--- src/rtl/sc_uart_defs.svh ---
// constants for the smart-card status, fifo and data-buffer section
`ifndef SC_UART_DEFS_SVH
`define SC_UART_DEFS_SVH

// host port addresses
`define SC_ADDR_TIMEOUT_CFG 4'h8
`define SC_ADDR_MIXED       4'hc
`define SC_ADDR_DATA        4'hd

// reset values
`define SC_FIFO_CTRL_RST    7'h00
`define SC_DATA_RST         8'h00
`define SC_SYNC_RST         7'h7f

// fifo control field positions
`define SC_FC_PEC_HI        6
`define SC_FC_PEC_LO        4
`define SC_FC_FTE_UPPER     3
`define SC_FC_FL_HI         2
`define SC_FC_FL_LO         0

// synchroniser bit positions
`define SC_PIN_CS           0
`define SC_PIN_RD           1
`define SC_PIN_WR           2
`define SC_PIN_PRES_A       3
`define SC_PIN_PRES_B       4
`define SC_PIN_AUX          5
`define SC_PIN_IO           6

// timing counts
`define SC_BUSY_CYCLES      2'd3
`define SC_TOC_FRACTIONS    2'd2
`define SC_BGT_T0_ETU       9'd16
`define SC_BGT_T1_ETU       9'd22
`define SC_GUARD_ETU        9'd12
`define SC_RELOAD_MIN_ETU   9'd14
`define SC_RETRY_ETU        9'd15
`define SC_PARITY_ETU       9'd9
`define SC_CHECK_ETU        9'd10
`define SC_END_ETU          9'd11
`define SC_ETU_SAT          9'h1ff
`define SC_MIN_ETU_LEN      16'h0002

`endif

--- src/rtl/sc_uart_pkg.sv ---
// types of the smart-card status, fifo and data-buffer section
package sc_uart_pkg;
   // character engine states
   typedef enum logic [1:0] {ST_IDLE, ST_TX, ST_RETRY, ST_RX} engine_state_t;
endpackage

--- src/rtl/fifo_mem_if.sv ---
// bundle between the fifo control logic and its storage
`timescale 1ns/100ps
`default_nettype none
interface fifo_mem_if #(parameter int WIDTH = 8, parameter int AW = 3);
   logic             wr_en;     // store one word
   logic [AW-1:0]    wr_addr;   // write slot
   logic [WIDTH-1:0] wr_data;   // word to store
   logic [AW-1:0]    rd_addr;   // slot presented on rd_data
   logic [WIDTH-1:0] rd_data;   // registered read word
   modport ctrl (output wr_en, output wr_addr, output wr_data, output rd_addr, input rd_data);
   modport mem  (input wr_en, input wr_addr, input wr_data, input rd_addr, output rd_data);
endinterface
`default_nettype wire

--- src/rtl/rx_fifo_mem.sv ---
// receive fifo storage with registered read port
`timescale 1ns/100ps
`default_nettype none
module rx_fifo_mem #(
   parameter int DEPTH = 8,
   parameter int WIDTH = 8
) (
   // clock
   input wire logic core_clk,
   // storage port
   fifo_mem_if.mem  port
);
   logic [WIDTH-1:0] mem_q [DEPTH];   // character slots
   logic [WIDTH-1:0] rd_q;            // read word register

   // write side
   always_ff @(posedge core_clk)
   begin
      if (port.wr_en)
         mem_q[port.wr_addr] <= port.wr_data;
   end

   // read word always follows the read slot, one cycle late
   always_ff @(posedge core_clk)
   begin
      rd_q <= mem_q[port.rd_addr];
   end

   assign port.rd_data = rd_q;
endmodule // rx_fifo_mem
`default_nettype wire

--- src/rtl/smart_card_uart_status_fifo.sv ---
// status flags, receive fifo and data buffer of a smart-card uart
//
// Behaviour
// - clock switched flag shows selected card clock
// - fifo empty flag tracks stored character count
// - block guard counter restarts each start bit
// - control ready low three cycles after data access
// - timeout config write holds ready one-two fractions
// - synchronous mode forces control ready high
// - separate presence flags for card a, b
// - status bit mirrors auxiliary interrupt pin
// - tx empty flag set on three events
// - no tx empty after flagged last char
// - tx empty flag cleared on four events
// - t0 transmit retries at fifteen etu
// - zero limit: no retry, reload after 14
// - t0 receive parity error after limit+1
// - t1 sets parity error on any error
// - threshold needs both enables; upper reads zero
// - fifo depth is length field plus one
// - convention translated both directions for host
// - data read returns oldest stored character
// - synchronous mode uses bit zero only
// - transmit start waits for guard, previous char
// - tx empty set when direction goes transmit
// - flagged last char returns uart to receive
`timescale 1ns/100ps
`default_nettype none
`include "sc_uart_defs.svh"
module smart_card_uart_status_fifo
   import sc_uart_pkg::*;
#(
   parameter int FIFO_DEPTH = 8
) (
   // clock and reset
   input  wire logic       core_clk,
   input  wire logic       srst,
   // host parallel port
   input  wire logic       cs_n,
   input  wire logic       rd_n,
   input  wire logic       wr_n,
   input  wire logic [3:0] addr,
   input  wire logic [7:0] wdata,
   output var  logic [7:0] rdata,
   // control bits held elsewhere in the uart
   input  wire logic       uart_reset_n,
   input  wire logic       direction_tx,
   input  wire logic       last_char_flag,
   input  wire logic       protocol_t1,
   input  wire logic       sync_mode,
   input  wire logic       convention_select,
   input  wire logic       threshold_enable_lower,
   input  wire logic       clock_switched_in,
   input  wire logic [7:0] etu_prescaler,
   input  wire logic [7:0] frac_cycles,
   input  wire logic [7:0] extra_guard_etu,
   // card side pins
   input  wire logic       card_a_present_pin,
   input  wire logic       card_b_present_pin,
   input  wire logic       aux_interrupt_input,
   input  wire logic       io_in,
   output logic            io_out,
   output logic            io_oe_n,
   // events and flags towards the rest of the uart
   output var  logic       last_char_clear,
   output var  logic       direction_clear,
   output var  logic       parity_error_event,
   output var  logic       overrun_event,
   output logic            fifo_threshold_en,
   output logic            tx_empty_rx_full_flag
);
   localparam int AW = $clog2(FIFO_DEPTH);

   // the length field can ask for eight slots
   if (FIFO_DEPTH < 8 || (1 << AW) != FIFO_DEPTH)
      $error("FIFO_DEPTH must be a power of two of at least 8");

   // same mapping both ways: inverse is inverted and msb first
   function automatic logic [7:0] convention_select_xlate(input logic [7:0] v, input logic direct);
      logic [7:0] r;
      r = '0;
      for (int i = 0; i < 8; i++)
         r[i] = v[7 - i];
      return direct ? v : ~r;
   endfunction

   // line-level parity: even ones direct, odd ones inverse
   function automatic logic par_level(input logic [7:0] raw, input logic direct);
      return direct ? ^raw : ~^raw;
   endfunction

   logic            rst_all;          // hard reset or uart held in reset
   logic [6:0]      s1_q, s2_q, s3_q; // pin synchroniser stages
   logic [6:0]      lvl_q;            // agreed pin levels
   logic            rd_act, wr_act;   // host strobes active
   logic            rd_act_q, wr_act_q;
   logic            rd_end, wr_end;   // strobe rising edges
   logic [3:0]      addr_q;           // address of the running access
   logic [7:0]      wdata_q;          // data of the running access
   logic [6:0]      fctl_q;           // pec, upper threshold enable, length
   logic [1:0]      busy_q;           // control ready short busy count
   logic [1:0]      toc_wait_q;       // sub-etu fractions still to wait
   logic [7:0]      frac_q;           // fraction divider
   logic            sub_tick;
   logic            control_ready_flag;             // control ready
   logic [15:0]     etu_len;          // clock cycles per etu
   logic [15:0]     cyc_q;            // cycle inside current etu
   logic [8:0]      etu_n_q;          // etus since last start bit
   logic            etu_tick, mid;
   engine_state_t   state_q;
   logic            tx_pend_q;        // character loaded, not yet sent
   logic [7:0]      tx_raw_q;         // character in line order
   logic            lct_q;            // last-char flag caught at load
   logic            fail_q;           // previous character gave up
   logic            nak_seen_q;       // card flagged a parity error
   logic            nak_q;            // we flag a parity error
   logic [2:0]      perr_q;           // parity error / retry count
   logic [7:0]      rx_raw_q;         // received bits, line order
   logic            rx_par_q;
   logic            sync_bit_q;       // synchronous mode output level
   logic            start_tx, start_rx, retry_go, start_bit;
   logic            guard_ok, io_fall, io_prev_q;
   logic            wr_data_ok, rd_pop, tx_ok;
   logic            rx_store, rx_bad, fifo_full;
   logic [AW:0]     count_q;          // characters stored
   logic [AW-1:0]   wptr_q, rptr_q;
   logic [AW:0]     depth_eff;
   logic            dir_q, tbe_q;
   logic [8:0]      gap;

   fifo_mem_if #(.WIDTH(8), .AW(AW)) mem_bus ();

   rx_fifo_mem #(.DEPTH(FIFO_DEPTH), .WIDTH(8)) u_mem (
      .core_clk (core_clk),
      .port     (mem_bus.mem)
   );

   assign rst_all = srst | ~uart_reset_n;

   // three-stage synchroniser: a level counts once stages two and three agree
   always_ff @(posedge core_clk)
   begin
      if (srst)
      begin
         s1_q  <= `SC_SYNC_RST;
         s2_q  <= `SC_SYNC_RST;
         s3_q  <= `SC_SYNC_RST;
         lvl_q <= `SC_SYNC_RST;
      end
      else
      begin
         s1_q  <= {io_in, aux_interrupt_input, card_b_present_pin,
                   card_a_present_pin, wr_n, rd_n, cs_n};
         s2_q  <= s1_q;
         s3_q  <= s2_q;
         lvl_q <= (s2_q & s3_q) | (lvl_q & (s2_q | s3_q));
      end
   end

   assign rd_act = ~lvl_q[`SC_PIN_CS] & ~lvl_q[`SC_PIN_RD];
   assign wr_act = ~lvl_q[`SC_PIN_CS] & ~lvl_q[`SC_PIN_WR];
   assign rd_end = rd_act_q & ~rd_act;
   assign wr_end = wr_act_q & ~wr_act; // end of write or of select

   // host access tracking; address and data are stable while a strobe is low
   always_ff @(posedge core_clk)
   begin
      if (srst)
      begin
         rd_act_q <= 1'b0;
         wr_act_q <= 1'b0;
         addr_q   <= '0;
         wdata_q  <= `SC_DATA_RST;
      end
      else
      begin
         rd_act_q <= rd_act;
         wr_act_q <= wr_act;
         if (rd_act | wr_act)
         begin
            addr_q  <= addr;
            wdata_q <= wdata;
         end
      end
   end

   // fifo control writes; the shared offset only reads back status
   always_ff @(posedge core_clk)
   begin
      if (srst)
         fctl_q <= `SC_FIFO_CTRL_RST;
      else if (!uart_reset_n)
         fctl_q[`SC_FC_FTE_UPPER] <= 1'b0;
      else if (wr_end && addr_q == `SC_ADDR_MIXED)
         fctl_q <= wdata_q[6:0];
   end

   assign fifo_threshold_en = fctl_q[`SC_FC_FTE_UPPER] & threshold_enable_lower;
   assign depth_eff = (AW + 1)'(fctl_q[`SC_FC_FL_HI:`SC_FC_FL_LO]) + 1'b1;

   // fraction-of-etu divider, free running so the timeout wait stays bounded
   always_ff @(posedge core_clk)
   begin
      if (srst || sub_tick)
         frac_q <= '0;
      else
         frac_q <= frac_q + 1'b1;
   end
   assign sub_tick = (frac_q + 1'b1 >= frac_cycles);

   // control ready busy timers; two fraction ticks give one to two fractions
   always_ff @(posedge core_clk)
   begin
      if (srst)
      begin
         busy_q     <= '0;
         toc_wait_q <= '0;
      end
      else
      begin
         if ((rd_end || wr_end) && addr_q == `SC_ADDR_DATA)
            busy_q <= `SC_BUSY_CYCLES;
         else if (busy_q != '0)
            busy_q <= busy_q - 1'b1;
         if (wr_end && addr_q == `SC_ADDR_TIMEOUT_CFG)
            toc_wait_q <= `SC_TOC_FRACTIONS;
         else if (sub_tick && toc_wait_q != '0)
            toc_wait_q <= toc_wait_q - 1'b1;
      end
   end
   // host is trusted to poll this before the next access
   assign control_ready_flag = sync_mode | (busy_q == '0 && toc_wait_q == '0);

   // etu timing restarted by every start bit
   always_comb
   begin
      etu_len = 16'(frac_cycles) * 16'(etu_prescaler);
      if (etu_len < `SC_MIN_ETU_LEN)
         etu_len = `SC_MIN_ETU_LEN;
   end
   assign etu_tick = (cyc_q == etu_len - 1'b1);
   assign mid      = (cyc_q == (etu_len >> 1));

   always_ff @(posedge core_clk)
   begin
      if (srst || start_bit)
      begin
         cyc_q   <= '0;
         etu_n_q <= '0; // also clears the block guard flag
      end
      else if (etu_tick)
      begin
         cyc_q <= '0;
         if (etu_n_q != `SC_ETU_SAT)
            etu_n_q <= etu_n_q + 1'b1;
      end
      else
         cyc_q <= cyc_q + 1'b1;
   end

   // start conditions
   assign gap      = fail_q ? `SC_RELOAD_MIN_ETU : `SC_GUARD_ETU + {1'b0, extra_guard_etu};
   assign guard_ok = (etu_n_q >= gap);
   assign start_tx = (state_q == ST_IDLE) && tx_pend_q && guard_ok && !rst_all;
   assign io_fall  = io_prev_q & ~lvl_q[`SC_PIN_IO];
   assign start_rx = (state_q == ST_IDLE) && !tx_pend_q && !direction_tx && !sync_mode
                     && io_fall && !rst_all;
   assign retry_go = (state_q == ST_RETRY) && (etu_n_q == `SC_RETRY_ETU);
   assign start_bit = start_tx | start_rx | retry_go;
   // only one character may be loaded and only while nothing is in flight
   assign wr_data_ok = wr_end && addr_q == `SC_ADDR_DATA && direction_tx && !sync_mode
                       && state_q == ST_IDLE && !tx_pend_q;
   assign tx_ok  = (state_q == ST_TX) && etu_tick && (etu_n_q == `SC_END_ETU) && !nak_seen_q;
   assign rx_bad = par_level(rx_raw_q, convention_select) != rx_par_q;
   assign rx_store = (state_q == ST_RX) && mid && (etu_n_q == `SC_CHECK_ETU)
                     && (!rx_bad || protocol_t1);
   assign fifo_full = (count_q >= depth_eff);

   // character engine: transmit, card nak and retry, receive with nak
   always_ff @(posedge core_clk)
   begin
      parity_error_event <= 1'b0;
      last_char_clear    <= 1'b0;
      direction_clear    <= 1'b0;
      if (rst_all)
      begin
         state_q            <= ST_IDLE;
         tx_pend_q          <= 1'b0;
         tx_raw_q           <= `SC_DATA_RST;
         lct_q              <= 1'b0;
         fail_q             <= 1'b0;
         nak_seen_q         <= 1'b0;
         nak_q              <= 1'b0;
         perr_q             <= '0;
         rx_raw_q           <= `SC_DATA_RST;
         rx_par_q           <= 1'b0;
         io_prev_q          <= 1'b1;
      end
      else
      begin
         io_prev_q <= lvl_q[`SC_PIN_IO];
         if (wr_data_ok)
         begin
            tx_pend_q <= 1'b1;
            tx_raw_q  <= convention_select_xlate(wdata_q, convention_select);
            lct_q     <= last_char_flag;
         end
         unique case (state_q)
            ST_IDLE:
               if (start_tx)
               begin
                  state_q    <= ST_TX;
                  nak_seen_q <= 1'b0;
               end
               else if (start_rx)
                  state_q <= ST_RX;
            ST_TX:
            begin
               // card answers a parity error by holding the line low
               if (mid && etu_n_q == `SC_CHECK_ETU && !protocol_t1)
                  nak_seen_q <= ~lvl_q[`SC_PIN_IO];
               if (etu_tick && etu_n_q == `SC_END_ETU)
               begin
                  if (!nak_seen_q)
                  begin
                     state_q   <= ST_IDLE;
                     tx_pend_q <= 1'b0;
                     fail_q    <= 1'b0;
                     perr_q    <= '0;
                     last_char_clear <= lct_q;
                     direction_clear <= lct_q;
                  end
                  else if (perr_q < fctl_q[`SC_FC_PEC_HI:`SC_FC_PEC_LO])
                  begin
                     perr_q  <= perr_q + 1'b1;
                     state_q <= ST_RETRY;
                  end
                  else
                  begin
                     // limit reached, or zero limit: give up, host may reload
                     parity_error_event <= 1'b1;
                     state_q   <= ST_IDLE;
                     tx_pend_q <= 1'b0;
                     fail_q    <= 1'b1;
                     perr_q    <= '0;
                  end
               end
            end
            ST_RETRY:
               if (retry_go)
               begin
                  state_q    <= ST_TX;
                  nak_seen_q <= 1'b0;
               end
            ST_RX:
            begin
               if (mid && etu_n_q != '0 && etu_n_q < `SC_PARITY_ETU)
                  rx_raw_q <= {lvl_q[`SC_PIN_IO], rx_raw_q[7:1]};
               if (mid && etu_n_q == `SC_PARITY_ETU)
                  rx_par_q <= lvl_q[`SC_PIN_IO];
               if (mid && etu_n_q == `SC_CHECK_ETU)
               begin
                  if (!rx_bad)
                     perr_q <= '0;
                  else if (protocol_t1)
                     parity_error_event <= 1'b1;
                  else
                  begin
                     nak_q <= 1'b1;
                     if (perr_q == fctl_q[`SC_FC_PEC_HI:`SC_FC_PEC_LO])
                     begin
                        parity_error_event <= 1'b1;
                        perr_q <= '0;
                     end
                     else
                        perr_q <= perr_q + 1'b1;
                  end
               end
               if (mid && etu_n_q == `SC_END_ETU)
               begin
                  nak_q   <= 1'b0;
                  state_q <= ST_IDLE;
               end
            end
         endcase
      end
   end

   // synchronous mode: only bit zero reaches the line
   always_ff @(posedge core_clk)
   begin
      if (rst_all)
         sync_bit_q <= 1'b1;
      else if (sync_mode && wr_end && addr_q == `SC_ADDR_DATA)
         sync_bit_q <= wdata_q[0];
   end

   // open-drain card line: we only ever pull it low
   always_comb
   begin
      io_out  = 1'b0;
      io_oe_n = 1'b1;
      if (sync_mode)
         io_oe_n = sync_bit_q;
      else if (state_q == ST_TX && etu_n_q < `SC_CHECK_ETU)
      begin
         unique case (etu_n_q)
            9'd0:    io_oe_n = 1'b0;
            `SC_PARITY_ETU: io_oe_n = par_level(tx_raw_q, convention_select);
            default: io_oe_n = tx_raw_q[etu_n_q[2:0] - 3'd1];
         endcase
      end
      else if (nak_q)
         io_oe_n = 1'b0;
   end

   // receive fifo; t0 characters with bad parity never get here
   assign rd_pop = rd_end && addr_q == `SC_ADDR_DATA && !sync_mode && !direction_tx
                   && count_q != '0;
   assign mem_bus.wr_en   = rx_store && !fifo_full;
   assign mem_bus.wr_addr = wptr_q;
   assign mem_bus.wr_data = convention_select_xlate(rx_raw_q, convention_select);
   assign mem_bus.rd_addr = rptr_q; // head slot, oldest character

   always_ff @(posedge core_clk)
   begin
      overrun_event <= rx_store && fifo_full; // new character is dropped
      if (rst_all)
      begin
         wptr_q  <= '0;
         rptr_q  <= '0;
         count_q <= '0;
      end
      else
      begin
         if (mem_bus.wr_en)
            wptr_q <= wptr_q + 1'b1;
         if (rd_pop)
            rptr_q <= rptr_q + 1'b1;
         count_q <= count_q + (AW + 1)'(mem_bus.wr_en) - (AW + 1)'(rd_pop);
      end
   end

   // transmit empty / receive full: set beats clear in the same cycle
   always_ff @(posedge core_clk)
   begin
      dir_q <= direction_tx;
      if (rst_all)
         tbe_q <= 1'b0;
      else if ((direction_tx && !dir_q)
               || (tx_ok && !lct_q)
               || (mem_bus.wr_en && count_q + 1'b1 == depth_eff))
         tbe_q <= 1'b1;
      else if ((!direction_tx && dir_q) || wr_data_ok || rd_pop || (tx_ok && lct_q))
         tbe_q <= 1'b0;
   end
   assign tx_empty_rx_full_flag = tbe_q;

   // host read data, captured while the read strobe is low
   always_ff @(posedge core_clk)
   begin
      if (srst)
         rdata <= `SC_DATA_RST;
      else if (rd_act)
      begin
         unique case (addr)
            `SC_ADDR_MIXED:
               rdata <= {clock_switched_in,
                         count_q == '0,
                         etu_n_q >= (protocol_t1 ? `SC_BGT_T1_ETU
                                                 : `SC_BGT_T0_ETU),
                         control_ready_flag,
                         lvl_q[`SC_PIN_PRES_B], lvl_q[`SC_PIN_PRES_A],
                         lvl_q[`SC_PIN_AUX],
                         tbe_q};
            `SC_ADDR_DATA:
               rdata <= sync_mode ? {7'h00, lvl_q[`SC_PIN_IO]} : mem_bus.rd_data;
            default:
               rdata <= 8'h00;
         endcase
      end
   end
endmodule // smart_card_uart_status_fifo
`default_nettype wire

--- config.mk ---
export PLATFORM = sky130hd
export DESIGN_NAME = smart_card_uart_status_fifo
export DESIGN_NICKNAME = d
export VERILOG_FILES = /design/src/rtl/sc_uart_pkg.sv /design/src/rtl/fifo_mem_if.sv /design/src/rtl/rx_fifo_mem.sv /design/src/rtl/smart_card_uart_status_fifo.sv
export VERILOG_INCLUDE_DIRS = /design/src /design/src/rtl
export SDC_FILE = /design/constraint.sdc
export NUM_CORES = 1
export LEC_CHECK = 0
export BUFFER_PORTS_ARGS = -buffer_cell sky130_fd_sc_hd__buf_2
export CAP_MARGIN = 20
export CORE_ASPECT_RATIO = 0.6
export CORE_MARGIN = 1
export CORE_UTILIZATION = 42
export CTS_BUF_LIST = sky130_fd_sc_hd__clkbuf_4
export CTS_CLUSTER_DIAMETER = 150
export DETAILED_ROUTE_END_ITERATION = 16
export PLACE_DENSITY = 0.62
export SETUP_SLACK_MARGIN = 0.15
export SYNTH_ARGS = -nofsm -noshare
export SYNTH_HDL_FRONTEND = slang
export SYNTH_SLANG_ARGS = --single-unit
--- constraint.sdc ---
create_clock -name core_clk -period 11.9 [get_ports core_clk]
set_clock_uncertainty 0.1 [all_clocks]
set_input_delay 1.19 -clock core_clk [delete_from_list [all_inputs] [get_ports core_clk]]
set_output_delay 1.19 -clock core_clk [all_outputs]
set_load 0.02 [all_outputs]
==> metrics.txt <==
status=finished, final reports clean; post-route minimum period=8.882 ns; gpl congestion=0.9292; cell type with the largest total area after synthesis=dfxtp_1; Area growth syn-to-layout=10.51%; setup TNS=0 ns; DPL Wire Length=22,900 um; DRT met1 WL=16,540 um; WS Path Type=input pin to flip-flop; unique cell type count in the Yosys netlist=78; Top Layer Used=met4; Post-synth EDFFs=64; max frequency=112.6 MHz; cts hold-fix bufs=0; Detail Route met2 WL=11,600 um; setup violators final=0; core footprint=29,310 um2; DIE AREA=31,060 um2; post-synthesis async set-or-reset flop share=0; Syn Std Cell Area=12,740 um2; final worst-path setup slack=3.018 ns; Synth Instances=1,304; Detail Route Antenna Nets=0; Yosys top cell area share=0.2294; Max Slew Vio Count=0; Hold Slack=0.3027 ns; H-Tree Depth=2; Root Driver=clkbuf_4; register clock-pin slew on the reported worst setup and hold paths=0.06 ns; warnings from Yosys=0; clock buffer depth=3; total of max-cap violations=0; post-synth net total=1,480; clk_lat worst skew=0.69 ns; RSZ-0062 raised after global routing=no; Starting Density=0.4348; layout cell share with drive strength beyond 1=0.1609; Seq/Total Area, Yosys=0.3802; pwr dens=152.0 nW/um2; GRT Util Overall=0.2045; Mean Syn Cell Area=9.773 um2; WL/cell=16.86 um; Ports=69; largest net degree at the start of global routing=66; Slew headroom=0.2738; first-pass GRT wire length=48,960 um; CTS Sinks=210; fin crit share=0.7464; CTS tree=yes; Layout Nets=1,560; Tightest Pin Transition=1.089 ns; endpoints failing hold=0; Initial DRC Count=787; via count of the first global-routing pass=9,077; Yosys reg bits=210; met3 wire len=2257 um; drc violations=0; placed cell area=13,420 um2; Worst EP required=12.42 ns; via count=9,637; design area=14,080 um2; VDD IR max=68.32 uV; Rows=48; Total Power=2.140 mW; Die H=136.9 um; Fill cells=2,814; Post-synth top cells=dfxtp_1 (146), inv_1 (105), nor2_1 (105), nand2_1 (95), ha_1 (86); HP Class=flip-flop to flip-flop; top-count cell post-synth=dfxtp_1; crit start category=input pin; post-CTS resize count=0; main flop type after synthesis=dfxtp_1; antenna violations before repair=1; die width=226.9 um; Port Buffers=67; GRT Residual Overflow=0; Post-CTS Setup Repair Bufs=0; TritonCTS buffer count=52; DR pass1 iterations=6; Avg Vias per Cell=5.281; largest fanout on the critical path=15; largest cells by area after synthesis=dfxtp_1 (23%), edfxtp_1 (15%), ha_1 (8.4%); Pleak=5.699 nW; worst path arrival time=9.40 ns; Routed Wire Length=30,770 um; Worst Setup End Kind=flip-flop; Place WS=2.446 ns
## worst max-delay path, cell delays in order
cell and delay (ns):
buf_2 0.16, and2_1 0.19, fa_1 0.51, fa_1 0.53, fa_1 0.56, inv_1 0.06
fa_1 0.55, inv_1 0.05, ha_1 0.48, and3_1 0.31, and3_1 0.24, a2111oi_0 0.13
a311oi_2 0.48, nand4_2 0.25, or2_1 0.30, nand2_1 0.07, ha_1 0.17, nor3b_1 0.29
nand3_1 0.21, a2111oi_1 0.47, a31oi_1 0.17, nor4bb_1 0.30, a31oi_1 0.09, a211oi_2 0.37
nand4b_1 0.56, or3_1 0.55, a21oi_1 0.15
## power by group
part	switching (mW)	internal [mW]	total (mW)	leakage (nW)
Sequential	0.00614	0.744	0.750	1.76
Clock	0.298	0.294	0.593	0.387
Combinational	0.494	0.302	0.796	3.55
Total	0.799	1.34	2.14	5.70
## kinds of logic (layout without fill, tap and decap cells)
family	count (synthesis)	count (layout)	share of synthesized area
muxes	63	63	0.06814
DFF	210	210	0.3802
xor gates and xnor gates	95	95	0.06637
buffers and inverters	153	272	0.04742
other	1	3	0.0002943
and+or+nand+nor	461	461	0.1911
adders and majority gates	123	123	0.1426
AOI/OAI and AO/OA	198	198	0.1040
## placed cells by master (no fill, tap or decap), types with 11 or more instances in the layout
cell      Yosys  routed
buf_2         6      67
a21o_1       21      21
nand4_1      12      12
fa_1         37      37
nor2b_1      13      13
xor2_1       33      33
and2_1       61      61
ha_1         86      86
o21ai_0      33      33
or2_2        24      24
edfxtp_1     64      64
inv_1       105     105
nand2b_1     11      11
nor2_1      105     105
and3_1       19      19
nand3_1      35      35
mux2i_1      35      35
a21oi_1      57      57
clkbuf_4      0      76
xnor2_1      61      61
mux4_2       18      18
nor3_1       22      21
dfxtp_1     146     146
nand2_1      95      95
clkinv_1      0      13
## sequential cells by signal, indices dropped and copies added (netlist names), 3 cells and up
signal / cells
addr_q: 4
count_q: 4
cyc_q: 16
etu_n_q: 9
fctl_q: 7
frac_q: 8
lvl_q: 7
mem_bus.rd_addr: 3
mem_bus.wr_addr: 3
perr_q: 3
rdata: 8
rx_raw_q: 8
s1_q: 7
s2_q: 7
s3_q: 7
tx_raw_q: 8
u_mem.mem_q: 64
u_mem.port.rd_data: 8
wdata_q: 8
## per-stage QoR
stage,utilization,instances
floorplan,-,1304
global placement,0.4579,1729
detailed placement,0.4579,1729
CTS,0.4799,1822
global route,0.4804,1824
finish,0.4805,1825
## final timing paths
check                            to  slack (ns)            from  cells after the start
setup / recovery         etu_n_q[7]        3.02  frac_cycles[1]                     27
hold / removal              s2_q[0]        0.30         s1_q[0]                      1
setup reg to reg  u_mem.mem_q[5][6]        7.66        cyc_q[1]                      9
hold reg to reg             s2_q[0]        0.30         s1_q[0]                      1
## metal layers
metal	vias up	track usage
met5	-	0
met4	0	0.05330
met3	29	0.04916
met2	271	0.2628
met1	4608	0.3276
li1	4729	-
## final cells by class
type | instances | area [um2] | area share
Timing Repair Buffer | 74 | 391.6 | 0.02781
Sequential cell | 210 | 4845 | 0.3440
Multi-Input combinational cell | 941 | 7301 | 0.5184
Inverter | 105 | 394.1 | 0.02799
Clock buffer | 76 | 570.5 | 0.04052
Antenna cell | 2 | 5.005 | 0.0003554
Tap cell | 400 | 500.5 | 0.03554
Clock inverter | 17 | 75.07 | 0.005331
(Power assumes the default switching activity.)
